**src/common/pft_pkg.sv**
```systemverilog
package pft_pkg;

   // clock and fine time base
   localparam int CLK_FREQ_MHZ = 50;
   localparam int CLK_PERIOD_PS = 1000000 / CLK_FREQ_MHZ;
   localparam real TICK_US = 0.0032;
   localparam int TICK_PS = 3200;
   // counters run in quarter ticks so that one clock advances a whole number of them
   localparam int QTR_PER_TICK = 4;
   localparam int ACC_W = 38;
   localparam logic [ACC_W-1:0] ACC_STEP = ACC_W'(CLK_PERIOD_PS * QTR_PER_TICK / TICK_PS);

   // channel counts
   localparam int NUM_GEN = 4;
   localparam int GEN_IDX_W = 2;
   localparam int NUM_LINK = 2;
   localparam int NUM_GPI = 8;
   localparam int NUM_FRONT_IN = 4;
   localparam int NUM_BYPASS = NUM_GPI + NUM_FRONT_IN;
   localparam int NUM_GPO = 8;
   localparam int NUM_FRONT_OUT = 2;

   // decimation settings
   localparam int FACTOR_W = 3;
   localparam int SLOT_W = 3;
   localparam logic [FACTOR_W-1:0] FACTOR_MIN = 3'h1;
   localparam logic [FACTOR_W-1:0] FACTOR_RST = 3'h1;
   localparam logic [SLOT_W-1:0] SLOT_MAX = 3'h6;
   localparam logic [SLOT_W-1:0] SLOT_RST = 3'h0;

   // delay and width in time base steps
   localparam int DELAY_W = 34;
   localparam int WIDTH_W = 35;
   localparam real DELAY_MAX_US = 3.4E7;
   localparam real DELAY_RST_US = 0.0;
   localparam real WIDTH_MAX_US = 6.8E7;
   localparam real WIDTH_MIN_US = 0.0032;
   localparam real WIDTH_RST_US = 4.0;
   localparam logic [DELAY_W-1:0] DELAY_MAX = DELAY_W'(longint'(DELAY_MAX_US / TICK_US));
   localparam logic [DELAY_W-1:0] DELAY_RST = DELAY_W'(longint'(DELAY_RST_US / TICK_US));
   localparam logic [WIDTH_W-1:0] WIDTH_MAX = WIDTH_W'(longint'(WIDTH_MAX_US / TICK_US));
   localparam logic [WIDTH_W-1:0] WIDTH_MIN = WIDTH_W'(longint'(WIDTH_MIN_US / TICK_US));
   localparam logic [WIDTH_W-1:0] WIDTH_RST = WIDTH_W'(longint'(WIDTH_RST_US / TICK_US));

   // register map
   localparam int ADDR_W = 12;
   localparam logic [ADDR_W-1:0] GEN_AREA_END = 12'h080;
   localparam int GEN_IDX_LSB = 5;
   localparam logic [ADDR_W-1:0] GEN_OFF_MASK = 12'h01F;
   localparam logic [ADDR_W-1:0] OFF_GEN_CTRL = 12'h000;
   localparam logic [ADDR_W-1:0] OFF_DELAY_LO = 12'h004;
   localparam logic [ADDR_W-1:0] OFF_DELAY_HI = 12'h008;
   localparam logic [ADDR_W-1:0] OFF_WIDTH_LO = 12'h00C;
   localparam logic [ADDR_W-1:0] OFF_WIDTH_HI = 12'h010;
   localparam logic [ADDR_W-1:0] OFF_GEN_STAT = 12'h014;
   localparam logic [ADDR_W-1:0] ADDR_LINK0_SRC = 12'h080;
   localparam logic [ADDR_W-1:0] ADDR_LINK1_SRC = 12'h084;
   localparam logic [ADDR_W-1:0] ADDR_GPO_OUT = 12'h088;

   // field positions
   localparam int CTRL_FACTOR_LSB = 0;
   localparam int CTRL_SLOT_LSB = 4;
   localparam int STAT_ACTIVE_BIT = 0;
   localparam int STAT_BUSY_BIT = 1;
   localparam int STAT_POS_LSB = 4;
   localparam int GPO_FRONT_LSB = 8;

   // link trigger source codes
   localparam int SRC_W = 6;
   localparam logic [SRC_W-1:0] SRC_GND = 6'h00;
   localparam int SRC_GEN_START = 1;
   localparam int SRC_GEN_END = SRC_GEN_START + NUM_GEN;
   localparam int SRC_BYPASS = SRC_GEN_END + NUM_GEN;
   localparam int SRC_COUNT = SRC_BYPASS + 2 * NUM_BYPASS;
   localparam logic [SRC_W-1:0] LINK0_SRC_RST = 6'h01;
   localparam logic [SRC_W-1:0] LINK1_SRC_RST = 6'h00;

   typedef struct packed {
      logic [FACTOR_W-1:0] factor;
      logic [SLOT_W-1:0] slot;
      logic [DELAY_W-1:0] delay;
      logic [WIDTH_W-1:0] width;
   } pft_gen_cfg_t;

   typedef struct packed {
      logic active;
      logic busy;
      logic [FACTOR_W-1:0] pos;
   } pft_gen_stat_t;

   typedef enum logic [1:0] {
      GEN_IDLE,
      GEN_DELAY,
      GEN_ACTIVE
   } pft_gen_state_t;

endpackage : pft_pkg

```
**src/rtl/pft_pulse_gen.sv**
```systemverilog
`timescale 1ns/1ps
module pft_pulse_gen
   import pft_pkg::*;
(
   // clock and reset
   input wire logic clk,
   input wire logic rst,
   // configuration
   input pft_gen_cfg_t cfg,
   input wire logic cfg_restart,
   // trigger edge in
   input wire logic trig_edge,
   // pulse out
   output logic pulse_out,
   output logic start_pulse,
   output logic end_pulse,
   output pft_gen_stat_t stat
);

   pft_gen_state_t state_q;
   logic [FACTOR_W-1:0] pos_q;
   logic [ACC_W-1:0] acc_q;
   logic [ACC_W-1:0] acc_d;
   logic [ACC_W-1:0] delay_target;
   logic [ACC_W-1:0] width_target;
   logic forward;
   logic last_pos;

   assign acc_d = acc_q + ACC_STEP;
   assign delay_target = {2'b00, cfg.delay, 2'b00}; // RULE16
   assign width_target = {1'b0, cfg.width, 2'b00}; // RULE16
   // a slot at or above the factor is never reached, so nothing is forwarded
   assign forward = trig_edge && (pos_q == cfg.slot); // RULE2 RULE3
   assign last_pos = (FACTOR_W'(pos_q + 3'h1) >= cfg.factor);

   ////////////////////////////////////////////////////////////////////////////
   // decimation group position
   always_ff @(posedge clk or posedge rst) begin
      if (rst) begin
         pos_q <= '0;
      end else if (cfg_restart) begin
         pos_q <= '0; // RULE17
      end else if (trig_edge) begin
         pos_q <= last_pos ? '0 : FACTOR_W'(pos_q + 3'h1); // RULE1
      end
   end

   ////////////////////////////////////////////////////////////////////////////
   // delay and active phases; a forwarded trigger while busy is dropped
   always_ff @(posedge clk or posedge rst) begin
      if (rst) begin
         state_q <= GEN_IDLE;
         acc_q <= '0;
         pulse_out <= 1'b0;
         start_pulse <= 1'b0;
         end_pulse <= 1'b0;
      end else begin
         start_pulse <= 1'b0;
         end_pulse <= 1'b0;
         case (state_q)
            GEN_IDLE: begin
               acc_q <= '0;
               if (forward) begin
                  if (cfg.delay == '0) begin
                     state_q <= GEN_ACTIVE;
                     pulse_out <= 1'b1;
                     start_pulse <= 1'b1;
                  end else begin
                     state_q <= GEN_DELAY; // RULE5
                  end
               end
            end
            GEN_DELAY: begin
               if (acc_d >= delay_target) begin
                  state_q <= GEN_ACTIVE; // RULE5
                  acc_q <= '0;
                  pulse_out <= 1'b1;
                  start_pulse <= 1'b1;
               end else begin
                  acc_q <= acc_d;
               end
            end
            GEN_ACTIVE: begin
               if (acc_d >= width_target) begin
                  state_q <= GEN_IDLE; // RULE6
                  acc_q <= '0;
                  pulse_out <= 1'b0;
                  end_pulse <= 1'b1;
               end else begin
                  acc_q <= acc_d;
               end
            end
            default: begin
               state_q <= GEN_IDLE;
               acc_q <= '0;
               pulse_out <= 1'b0;
            end
         endcase
      end
   end

   assign stat.active = pulse_out;
   assign stat.busy = (state_q != GEN_IDLE);
   assign stat.pos = pos_q;

endmodule : pft_pulse_gen

```
**src/rtl/pft_trigger_mapper.sv**
```systemverilog
// Local design decisions: register access over APB and the register addresses.
`timescale 1ns/1ps
// Function
// [RULE1] each generator passes one of every N trigger pulses, dropping N minus one
// [RULE2] slot picks the group position forwarded; slot zero forwards the first pulse
// [RULE3] software keeps the decimation factor above the slot of the same generator
// [RULE4] slot setting takes 0 to 6 in steps of one, 0 after reset
// [RULE5] output pulse delayed 0 to 3.4E7 us in 0.0032 us steps, default zero
// [RULE6] output active width 0.0032 to 6.8E7 us in 0.0032 us steps, default 4.0 us
// [RULE7] four generators with identical independent factor, slot, delay, width settings
// [RULE8] a link trigger may take the start or end of any generator pulse
// [RULE9] a link trigger sourced from ground emits no events
// [RULE10] exposure-timed camera: software routes only pulse start, normally on channel 0
// [RULE11] edge-pair exposure: software puts start on channel 0, end on channel 1
// [RULE12] only input edges are used; input pulse length is not passed on
// [RULE13] bypass forwards a chosen input's rising or falling edge straight to a link trigger
// [RULE14] eight general purpose outputs plus two front-panel outputs toward the camera
// [RULE15] decimation factor takes 1 to 7, default 1, where 1 forwards every pulse
// [RULE16] delay and width count 3.2 ns steps; output on from delay end to width end
// [RULE17] group position restarts whenever factor or slot is written
module pft_trigger_mapper
   import pft_pkg::*;
(
   // clock and reset
   input wire logic clk,
   input wire logic rst,
   // apb slave
   input wire logic psel,
   input wire logic penable,
   input wire logic pwrite,
   input wire logic [ADDR_W-1:0] paddr,
   input wire logic [31:0] pwdata,
   input wire logic [3:0] pstrb,
   output logic [31:0] prdata,
   output logic pready,
   output logic pslverr,
   // trigger pulses from the trigger system
   input wire logic trig_pulse,
   // bypass inputs
   input wire logic [NUM_GPI-1:0] gpi,
   input wire logic [NUM_FRONT_IN-1:0] front_gpi,
   // generator outputs
   output logic [NUM_GEN-1:0] gen_pulse,
   // camera side
   output logic [NUM_LINK-1:0] link_trigger,
   output logic [NUM_GPO-1:0] gpo,
   output logic [NUM_FRONT_OUT-1:0] front_panel_outputs
);

   logic [FACTOR_W-1:0] factor_q [NUM_GEN];
   logic [SLOT_W-1:0] decimation_slot_select_q [NUM_GEN];
   logic [DELAY_W-1:0] pulse_delay_time_q [NUM_GEN];
   logic [WIDTH_W-1:0] pulse_active_time_q [NUM_GEN];
   logic [NUM_GEN-1:0] cfg_restart_q;
   pft_gen_cfg_t gen_cfg [NUM_GEN];
   pft_gen_stat_t gen_stat [NUM_GEN];
   logic [NUM_GEN-1:0] gen_start;
   logic [NUM_GEN-1:0] gen_end;
   logic [SRC_W-1:0] link_src_q [NUM_LINK];
   logic [NUM_GPO+NUM_FRONT_OUT-1:0] gpo_q;
   logic trig_prev_q;
   logic trig_edge;
   logic [NUM_BYPASS-1:0] byp_prev_q;
   logic [NUM_BYPASS-1:0] byp_now;
   logic [NUM_BYPASS-1:0] byp_rise;
   logic [NUM_BYPASS-1:0] byp_fall;
   logic [SRC_COUNT-1:0] event_vec;
   logic [NUM_LINK-1:0] link_trigger_q;
   logic [31:0] prdata_q;
   logic [31:0] rd_data;
   logic rd_hit;
   logic wr_en;
   logic setup;
   logic [GEN_IDX_W-1:0] acc_gen;
   logic [ADDR_W-1:0] acc_off;
   logic in_gen_area;
   logic [31:0] wmask;

   ////////////////////////////////////////////////////////////////////////////
   // apb decode
   assign setup = psel && !penable;
   assign wr_en = psel && penable && pwrite;
   assign acc_gen = paddr[GEN_IDX_LSB +: GEN_IDX_W];
   assign acc_off = paddr & GEN_OFF_MASK;
   assign in_gen_area = (paddr < GEN_AREA_END);
   assign pready = 1'b1;
   assign pslverr = psel && penable && !rd_hit;
   assign prdata = prdata_q;

   always_comb begin
      for (int b = 0; b < 4; b++) begin
         wmask[8*b +: 8] = pstrb[b] ? 8'hFF : 8'h00;
      end
   end

   // read mux; also marks which addresses are mapped
   always_comb begin
      rd_data = '0;
      rd_hit = 1'b0;
      if (paddr[1:0] == 2'b00) begin
         if (in_gen_area) begin
            case (acc_off)
               OFF_GEN_CTRL: begin
                  rd_hit = 1'b1;
                  rd_data[CTRL_FACTOR_LSB +: FACTOR_W] = factor_q[acc_gen];
                  rd_data[CTRL_SLOT_LSB +: SLOT_W] = decimation_slot_select_q[acc_gen];
               end
               OFF_DELAY_LO: begin
                  rd_hit = 1'b1;
                  rd_data = pulse_delay_time_q[acc_gen][31:0];
               end
               OFF_DELAY_HI: begin
                  rd_hit = 1'b1;
                  rd_data[DELAY_W-33:0] = pulse_delay_time_q[acc_gen][DELAY_W-1:32];
               end
               OFF_WIDTH_LO: begin
                  rd_hit = 1'b1;
                  rd_data = pulse_active_time_q[acc_gen][31:0];
               end
               OFF_WIDTH_HI: begin
                  rd_hit = 1'b1;
                  rd_data[WIDTH_W-33:0] = pulse_active_time_q[acc_gen][WIDTH_W-1:32];
               end
               OFF_GEN_STAT: begin
                  rd_hit = 1'b1;
                  rd_data[STAT_ACTIVE_BIT] = gen_stat[acc_gen].active;
                  rd_data[STAT_BUSY_BIT] = gen_stat[acc_gen].busy;
                  rd_data[STAT_POS_LSB +: FACTOR_W] = gen_stat[acc_gen].pos;
               end
               default: begin
                  rd_hit = 1'b0;
               end
            endcase
         end else begin
            case (paddr)
               ADDR_LINK0_SRC: begin
                  rd_hit = 1'b1;
                  rd_data[SRC_W-1:0] = link_src_q[0];
               end
               ADDR_LINK1_SRC: begin
                  rd_hit = 1'b1;
                  rd_data[SRC_W-1:0] = link_src_q[1];
               end
               ADDR_GPO_OUT: begin
                  rd_hit = 1'b1;
                  rd_data[NUM_GPO+NUM_FRONT_OUT-1:0] = gpo_q;
               end
               default: begin
                  rd_hit = 1'b0;
               end
            endcase
         end
      end
   end

   // read data captured in the setup cycle so it stands through the access cycle
   always_ff @(posedge clk or posedge rst) begin
      if (rst) begin
         prdata_q <= '0;
      end else if (setup) begin
         prdata_q <= pwrite ? 32'h0000_0000 : rd_data;
      end
   end

   ////////////////////////////////////////////////////////////////////////////
   // per generator settings and instances
   for (genvar g = 0; g < NUM_GEN; g++) begin : g_gen
      logic sel_here;
      logic [31:0] ctrl_new;
      logic [FACTOR_W-1:0] fac_wr;
      logic [SLOT_W-1:0] slot_wr;

      assign sel_here = wr_en && in_gen_area && (acc_gen == GEN_IDX_W'(g))
                        && (paddr[1:0] == 2'b00);
      assign ctrl_new = pwdata & wmask;
      assign fac_wr = ctrl_new[CTRL_FACTOR_LSB +: FACTOR_W];
      assign slot_wr = ctrl_new[CTRL_SLOT_LSB +: SLOT_W];

      // decimation settings, clamped into their legal ranges
      always_ff @(posedge clk or posedge rst) begin // RULE7
         if (rst) begin
            factor_q[g] <= FACTOR_RST; // RULE15
            decimation_slot_select_q[g] <= SLOT_RST; // RULE4
            cfg_restart_q[g] <= 1'b0;
         end else begin
            cfg_restart_q[g] <= 1'b0;
            if (sel_here && (acc_off == OFF_GEN_CTRL) && pstrb[0]) begin
               factor_q[g] <= (fac_wr < FACTOR_MIN) ? FACTOR_MIN : fac_wr; // RULE15
               decimation_slot_select_q[g] <= (slot_wr > SLOT_MAX) ? SLOT_MAX : slot_wr; // RULE4
               cfg_restart_q[g] <= 1'b1; // RULE17
            end
         end
      end

      // delay and width step counts, split over low and high words
      always_ff @(posedge clk or posedge rst) begin
         if (rst) begin
            pulse_delay_time_q[g] <= DELAY_RST; // RULE5
            pulse_active_time_q[g] <= WIDTH_RST; // RULE6
         end else if (sel_here) begin
            case (acc_off)
               OFF_DELAY_LO: begin
                  pulse_delay_time_q[g][31:0] <= (pulse_delay_time_q[g][31:0] & ~wmask)
                                                 | (pwdata & wmask);
               end
               OFF_DELAY_HI: begin
                  if (pstrb[0]) begin
                     pulse_delay_time_q[g][DELAY_W-1:32] <= pwdata[DELAY_W-33:0];
                  end
               end
               OFF_WIDTH_LO: begin
                  pulse_active_time_q[g][31:0] <= (pulse_active_time_q[g][31:0] & ~wmask)
                                                  | (pwdata & wmask);
               end
               OFF_WIDTH_HI: begin
                  if (pstrb[0]) begin
                     pulse_active_time_q[g][WIDTH_W-1:32] <= pwdata[WIDTH_W-33:0];
                  end
               end
               default: begin
               end
            endcase
         end
      end

      // limits applied on use so the two halves may be written in any order
      always_comb begin
         gen_cfg[g].factor = factor_q[g];
         gen_cfg[g].slot = decimation_slot_select_q[g];
         gen_cfg[g].delay = (pulse_delay_time_q[g] > DELAY_MAX) ? DELAY_MAX
                            : pulse_delay_time_q[g]; // RULE5
         if (pulse_active_time_q[g] < WIDTH_MIN) begin
            gen_cfg[g].width = WIDTH_MIN; // RULE6
         end else if (pulse_active_time_q[g] > WIDTH_MAX) begin
            gen_cfg[g].width = WIDTH_MAX; // RULE6
         end else begin
            gen_cfg[g].width = pulse_active_time_q[g];
         end
      end

      pft_pulse_gen u_gen (
         .clk(clk),
         .rst(rst),
         .cfg(gen_cfg[g]),
         .cfg_restart(cfg_restart_q[g]),
         .trig_edge(trig_edge),
         .pulse_out(gen_pulse[g]),
         .start_pulse(gen_start[g]),
         .end_pulse(gen_end[g]),
         .stat(gen_stat[g])
      );
   end

   ////////////////////////////////////////////////////////////////////////////
   // edge detection of trigger and bypass inputs
   assign byp_now = {front_gpi, gpi};
   assign trig_edge = trig_pulse && !trig_prev_q; // RULE12
   assign byp_rise = byp_now & ~byp_prev_q; // RULE12
   assign byp_fall = ~byp_now & byp_prev_q; // RULE12

   always_ff @(posedge clk or posedge rst) begin
      if (rst) begin
         trig_prev_q <= 1'b0;
         byp_prev_q <= '0;
      end else begin
         trig_prev_q <= trig_pulse;
         byp_prev_q <= byp_now;
      end
   end

   ////////////////////////////////////////////////////////////////////////////
   // link trigger source selection
   always_comb begin
      event_vec = '0;
      event_vec[SRC_GEN_START +: NUM_GEN] = gen_start; // RULE8
      event_vec[SRC_GEN_END +: NUM_GEN] = gen_end; // RULE8
      for (int k = 0; k < NUM_BYPASS; k++) begin
         event_vec[SRC_BYPASS + 2*k] = byp_rise[k]; // RULE13
         event_vec[SRC_BYPASS + 2*k + 1] = byp_fall[k]; // RULE13
      end
   end

   for (genvar c = 0; c < NUM_LINK; c++) begin : g_link
      logic sel_src;

      assign sel_src = wr_en && pstrb[0]
                       && (paddr == ((c == 0) ? ADDR_LINK0_SRC : ADDR_LINK1_SRC));

      // unknown codes fall back to ground
      always_ff @(posedge clk or posedge rst) begin
         if (rst) begin
            link_src_q[c] <= (c == 0) ? LINK0_SRC_RST : LINK1_SRC_RST;
         end else if (sel_src) begin
            link_src_q[c] <= (pwdata[SRC_W-1:0] < SRC_W'(SRC_COUNT)) ? pwdata[SRC_W-1:0]
                             : SRC_GND;
         end
      end

      always_ff @(posedge clk or posedge rst) begin
         if (rst) begin
            link_trigger_q[c] <= 1'b0;
         end else if (link_src_q[c] == SRC_GND) begin
            link_trigger_q[c] <= 1'b0; // RULE9
         end else begin
            link_trigger_q[c] <= event_vec[link_src_q[c]]; // RULE8 RULE13
         end
      end
   end

   assign link_trigger = link_trigger_q;

   ////////////////////////////////////////////////////////////////////////////
   // general purpose and front-panel outputs
   always_ff @(posedge clk or posedge rst) begin
      if (rst) begin
         gpo_q <= '0;
      end else if (wr_en && (paddr == ADDR_GPO_OUT)) begin
         for (int b = 0; b < NUM_GPO + NUM_FRONT_OUT; b++) begin
            if (pstrb[b/8]) begin
               gpo_q[b] <= pwdata[b]; // RULE14
            end
         end
      end
   end

   assign gpo = gpo_q[NUM_GPO-1:0]; // RULE14
   assign front_panel_outputs = gpo_q[GPO_FRONT_LSB +: NUM_FRONT_OUT]; // RULE14

endmodule : pft_trigger_mapper

```
**config.mk**
```make
export PLATFORM = sky130hd
export DESIGN_NAME = pft_trigger_mapper
export DESIGN_NICKNAME = d
export VERILOG_FILES = /design/src/common/pft_pkg.sv /design/src/rtl/pft_pulse_gen.sv /design/src/rtl/pft_trigger_mapper.sv
export SDC_FILE = /design/constraint.sdc
export NUM_CORES = 2
export LEC_CHECK = 0
export ABC_AREA = 1
export BUFFER_PORTS_ARGS = -buffer_cell sky130_fd_sc_hd__buf_2
export CAP_MARGIN = 20
export CORE_MARGIN = 5
export CORE_UTILIZATION = 40
export DETAILED_ROUTE_END_ITERATION = 6
export PLACE_DENSITY = 0.65
export RECOVER_POWER = 100
export SLEW_MARGIN = 25
export SYNTH_ARGS = -nofsm -noshare
export SYNTH_HDL_FRONTEND = slang
export SYNTH_HIERARCHICAL = 1
export SYNTH_SLANG_ARGS = --single-unit
```
**constraint.sdc**
```tcl
create_clock -name clk -period 17.65 [get_ports clk]
set_input_delay 2.6475 -clock clk [delete_from_list [all_inputs] [get_ports clk]]
set_output_delay 2.6475 -clock clk [all_outputs]
set_load 0.01 [all_outputs]
```
**Word-level counts from Yosys, hierarchy flattened**

Cells that the tools add are included.
W data, S select, Z words.

- Logic and storage cells: 391
- Output and inout bits: 50
- Bits in latches: 0
- Bits of input ports: 66
- Bits in registers: 557
- Bits in writable memories: 0
- Memory bits (read-only): 0
- Memories kept: 0

- Eq/ne operators: 39
- Bitwise gates (word level): 23
- $lt $le $gt $ge: 31
- Add/sub/neg operators: 8
- Mux-type cells: 147
- Multipliers: 0
- Shift operators: 0
- Div/mod/pow operators: 0
- Reductions and logical operators: 82

Operators with widths:

| operator | number |
|---|---|
| $mux W35 | 10 |
| $mux W38 | 8 |
| $pmux W38 S2 | 4 |
| $and A32 B32 Y32 | 9 |
| $or A32 B32 Y32 | 8 |
| $mux W34 | 6 |
| $add A38 B5 Y38 const B | 4 |
| $ge A38 B36 Y1 | 4 |
| $ge A38 B37 Y1 | 4 |
| $gt A35 B35 Y1 const B | 4 |
| $lt A35 B1 Y1 const B | 4 |
| $gt A34 B34 Y1 const B | 4 |
| $logic_not A34 Y1 | 4 |
| $bmux W35 S2 | 1 |
| $bmux W34 S2 | 1 |
| $mux W32 | 2 |
| $mux W3 | 18 |
| $pmux W25 S2 | 1 |
| $mux W1 | 48 |
| $eq A12 B8 Y1 const B | 3 |
| $reduce_and A3 Y1 | 12 |
| $mux W2 | 16 |
| $mux W8 | 4 |
| $ne A2 B1 Y1 const B | 16 |
| 43 further kinds | 135 |

**Logic depth before layout (Yosys ltp)**

- Word-level depth: 8
- Mapped depth: 32
- Depth with buffers taken out: 30

**Modules after synthesis**

The synthesis kept the hierarchy.

By module, submodules not included:

| module | times used | cells an instance | area each (µm²) | seq. area each (µm²) |
|---|---|---|---|---|
| pft_trigger_mapper | 1 | 3022 | 21637.0 | 9365.2 |
| pft_pulse_gen at g_gen[0].u_gen ... | 3 | 685 | 4783.3 | 1151.1 |
| pft_pulse_gen at g_gen[3].u_gen | 1 | 677 | 5170.0 | 1151.1 |

**Worst setup path after synthesis**

No wires, ideal clock.

- Kind: input to output
- From: input port paddr[5]
- To: output port pslverr
- Arrival: 3.709 ns
- Cell stages on the path: 8
- Setup slack: 11.293 ns
- Data required time: 15.002 ns
- Cell sequence: buf_4 nor2_4 nand2_1 nor2_2 buf_2 a21oi_1 a21oi_1 nor3_1

- Cells in the longest elaborated chain, start to end: 7
- Elaborated cells on any way between the ends: 10
- Classes of those cells: order compare (1); eq/ne (3); mux (3); reduce/logical (3)

Ends and longest elaborated chain:

| item | RTL line | text |
|---|---|---|
| start: declaration | pft_trigger_mapper.sv:31 | `input wire logic [ADDR_W-1:0] paddr,` |
| branches (longest 3 deep; another with $lt A12 B8 Y1) | -- |  |
| $mux W1 * | pft_trigger_mapper.sv:101 | `if (in_gen_area) begin` |
| $mux W1 * | pft_trigger_mapper.sv:100 | `if (paddr[1:0] == 2'b00) begin` |
| $logic_not A1 Y1 * | pft_trigger_mapper.sv:87 | `assign pslverr = psel && penable && !rd_hit;` |
| $logic_and A1 B1 Y1 * | pft_trigger_mapper.sv:87 |  |
| end: declaration | pft_trigger_mapper.sv:36 | `output logic pslverr,` |

Every way passes the cells marked *.

**Worst setup path in the final report**

Same ends and word-level chain as after synthesis.

==> impl_metrics.json <==
{
  "io_pins": 116,
  "p_int_w": 0.00227,
  "pwr-share-comb": 0.145,
  "fp.dieW_um": 331,
  "syn_to_final_growth_pct": 7.58,
  "gp_routability_congestion": 1.06,
  "final_core_util": 0.434,
  "finish.net_count": 6172,
  "share_clk_of_total_power": 0.443,
  "critical_path_peak_fanout": 40,
  "clk-insertion-delay-late_ns": 0.65,
  "r2r_slack_ns": 10.76,
  "route.final.wire_length_mm": 157,
  "grt_antenna_before_repair": 3,
  "die_height_um": 331,
  "synth.yosys.seq_area_share": 0.339,
  "postSynthCellCount": 5754,
  "post-dp-hpwl_mm": 123,
  "post_layout_nonfiller_instances": 7215,
  "max_freq_mhz": 108,
  "cellPowerDensity_mw_per_mm2": 73.9,
  "critical_path.startpoint": "paddr[5]",
  "cts.clk_slew.worst_paths_ns": 0.06,
  "grt_pass1_wl_mm": 232,
  "net-switching-power_w": 0.00100,
  "layout.filler_cells": 10700,
  "critPathArrivalTime_ns": 6.60,
  "cts_made_buffers": 70,
  "dr_total_vias": 39400,
  "synth_nets": 6132,
  "setup_violations": 0,
  "layout-drive-gt1-share": 0.0616,
  "r2r-end": "g_gen[3].u_gen/acc_q[23]$_DFF_PP0_",
  "placementRows": 117,
  "ctsRootBufferMaster": "clkbuf_16",
  "synth_largest_area_cell": "dfrtp_1",
  "switch_share": 0.307,
  "ys_ff_latch": 557,
  "final_critical_delay_including_setup_and_external_delays_ns": 9.25,
  "post-cts-setup-buffers": 0,
  "grtUsageTotal": 0.282,
  "number_of_failing_hold_endpoints_at_the_final_stage": 0,
  "grt_max_degree": 108,
  "synth_cell_types": 61,
  "tns_ns": 0,
  "ranking_of_synthesized_cells_by_area": "dfrtp_1 32%, nand2_1 13%, ha_1 9.5%",
  "synthesis.yosys.warnings": 6,
  "cts.repair.resized": 0,
  "timing.reg2reg.worst_path_depth": 24,
  "hold_buffers": 0,
  "maximum_count_of_clock_buffers_along_a_single_path": 3,
  "grt_pass1_vias": 36700,
  "critical_path.endpoint_type": "output port",
  "rsz0062_at_grt": "no",
  "drt_first_iter_violations": 4825,
  "synth.top_cell.area_share": 0.323,
  "h-tree-depth": 3,
  "p_seq_frac": 0.413,
  "core-area_mm2": 0.102,
  "critical_path.endpoint": "pslverr",
  "fin_worst_skew_ns": 0.0329,
  "residual_drc": 5,
  "cp_data_required_time_ns": 15.00,
  "routed_via_density": 5.46,
  "tightestPinTransition_ns": 5.34,
  "numPortBuffers": 114,
  "drt_pre_antenna_iters": 7,
  "placed_instance_count": 7089,
  "initial_utilization": 0.403,
  "run_status": "finished with violations",
  "avgSynthCellArea_um2": 7.15,
  "number_of_flops_mapped_to_enable_cells_by_yosys": 0,
  "vdd_ir_drop_max_uv": 60.0,
  "area_of_the_die_mm2": 0.109,
  "worst_slew_margin_rel": -2.58,
  "tritoncts": "built",
  "ys.flop_type": "dfrtp_1",
  "overflow": 0,
  "critical_path.startpoint_type": "primary input",
  "fin_crit_sh": 0.524,
  "synth-async-reset-ratio": 1.00,
  "avgRoutedWirePerCell_um": 21.8,
  "clock_sink_count": 557,
  "post_synth_instance_area_mm2": 0.0412,
  "path_class": "primary input to output port",
  "violations_in_the_final_reports": "DRC, capacitance limit, slew limit",
  "timing.max_cap.violations": 12,
  "min_path_type": "register to register",
  "drt.antenna.violating_nets": 0,
  "finalMaxSlewViolations": 611,
  "power_leakage_nw": 22.3
}
-- routing by layer --
layer / GRT usage / vias up / part of all wire
met4: 0.114 / 2 / 0.047
met5: 0 / - / 0.000083
met3: 0.0677 / 340 / 0.10
li1: - / 18600 / -
met1: 0.402 / 18500 / 0.44
met2: 0.411 / 1924 / 0.41
-- critical path, stage by stage --
cell and delay, ns:
buf_2 0.09, clkbuf_1 0.63, nor2_4 0.26, clkbuf_1 1.53, nand2_1 0.13, nor2_1 0.76, a21oi_1 0.13, a21oi_1 0.20
nor3_1 0.07, clkbuf_1 0.13
-- power groups by stage --
stage / registers, W / logic [W] / clock network [W]
floorplan: 0.00136 / 0.000374 / 0
global route: 0.00135 / 0.000527 / 0.00151
CTS: 0.00135 / 0.000490 / 0.00147
global placement: 0.00137 / 0.000478 / 0
finish: 0.00135 / 0.000473 / 0.00145
detailed placement: 0.00137 / 0.000487 / 0
-- cell families (layout without fill, tap and decap cells) --
logic type      count (synthesis)  count (layout)  share of synthesized area
compound gates                942             942                      0.126
xor+xnor                      133             133                     0.0283
fa+ha+maj                     312             312                     0.0949
buf+inv                      1163            1255                      0.116
flops                         557             557                      0.339
mux                             1               1                   0.000274
other cells                     5               6                   0.000456
simple gates                 2641            2641                      0.295
-- cell usage in the layout (no fill, tap or decap), types with 82 or more instances in the layout --
cell	n
a21oi_1	326
clkbuf_1	91
nor2_1	479
xor2_1	82
ha_1	312
nand4_1	147
inv_1	977
nand2_1	1482
nand3_1	208
nor3_1	96
o21ai_0	382
o22ai_1	96
dfrtp_1	532
-- Yosys cell counts (51+ instances only) --
cell type and count:
clkbuf_1 73, inv_1 974, o22ai_1 96, o21ai_1 174
ha_1 312, nor4_1 58, xor2_1 82, nand2_1 1449
dfrtp_1 532, nor2_1 475, a21oi_1 326, xnor2_1 51
nand3_1 192, nand4_1 147, o21ai_0 225, nor3_1 96
-- how the worst min path moves through the flow --
stage                                       from                endpoint  slack, ns  depth (start not counted)
after floorplan                         register                register       0.45                          2
after global placement    prdata[20]$_DFFE_PP0P_  prdata[20]$_DFFE_PP0P_       0.46                          2
after detailed placement  prdata[11]$_DFFE_PP0P_  prdata[11]$_DFFE_PP0P_       0.47                          2
after CTS                 prdata[11]$_DFFE_PP0P_  prdata[11]$_DFFE_PP0P_       0.48                          2
after global routing                    register                register       0.50                          2
final                                   register                register       0.48                          2
-- metrics by stage --
| step | worst slack (ns) | hold slack, ns | power (W) | area [µm²] |
|---|---|---|---|---|
| after detailed placement | 10.36 | 0.470 | 0.00186 | 42600 |
| final | 8.40 | 0.484 | 0.00327 | 44300 |
| after global placement | 10.34 | 0.462 | 0.00185 | 42600 |
| after global routing | 7.09 | 0.504 | 0.00339 | 44300 |
| after floorplan | 4.68 | 0.453 | 0.00173 | 41200 |
| after CTS | 10.38 | 0.484 | 0.00331 | 44800 |
-- area by class of cell --
type                    count  area (µm²)  share of cell area
multi-input cells        4034       21900               0.496
well taps                1368        1710              0.0387
flip-flops and latches    557       14000               0.316
clock inverters            23         273             0.00616
repair buffers            132         613              0.0138
clock buffers             101        2000              0.0452
inverters                 999        3760              0.0850
diodes                      1        2.50           0.0000565
Note: power is estimated with default switching activity, not from simulation.
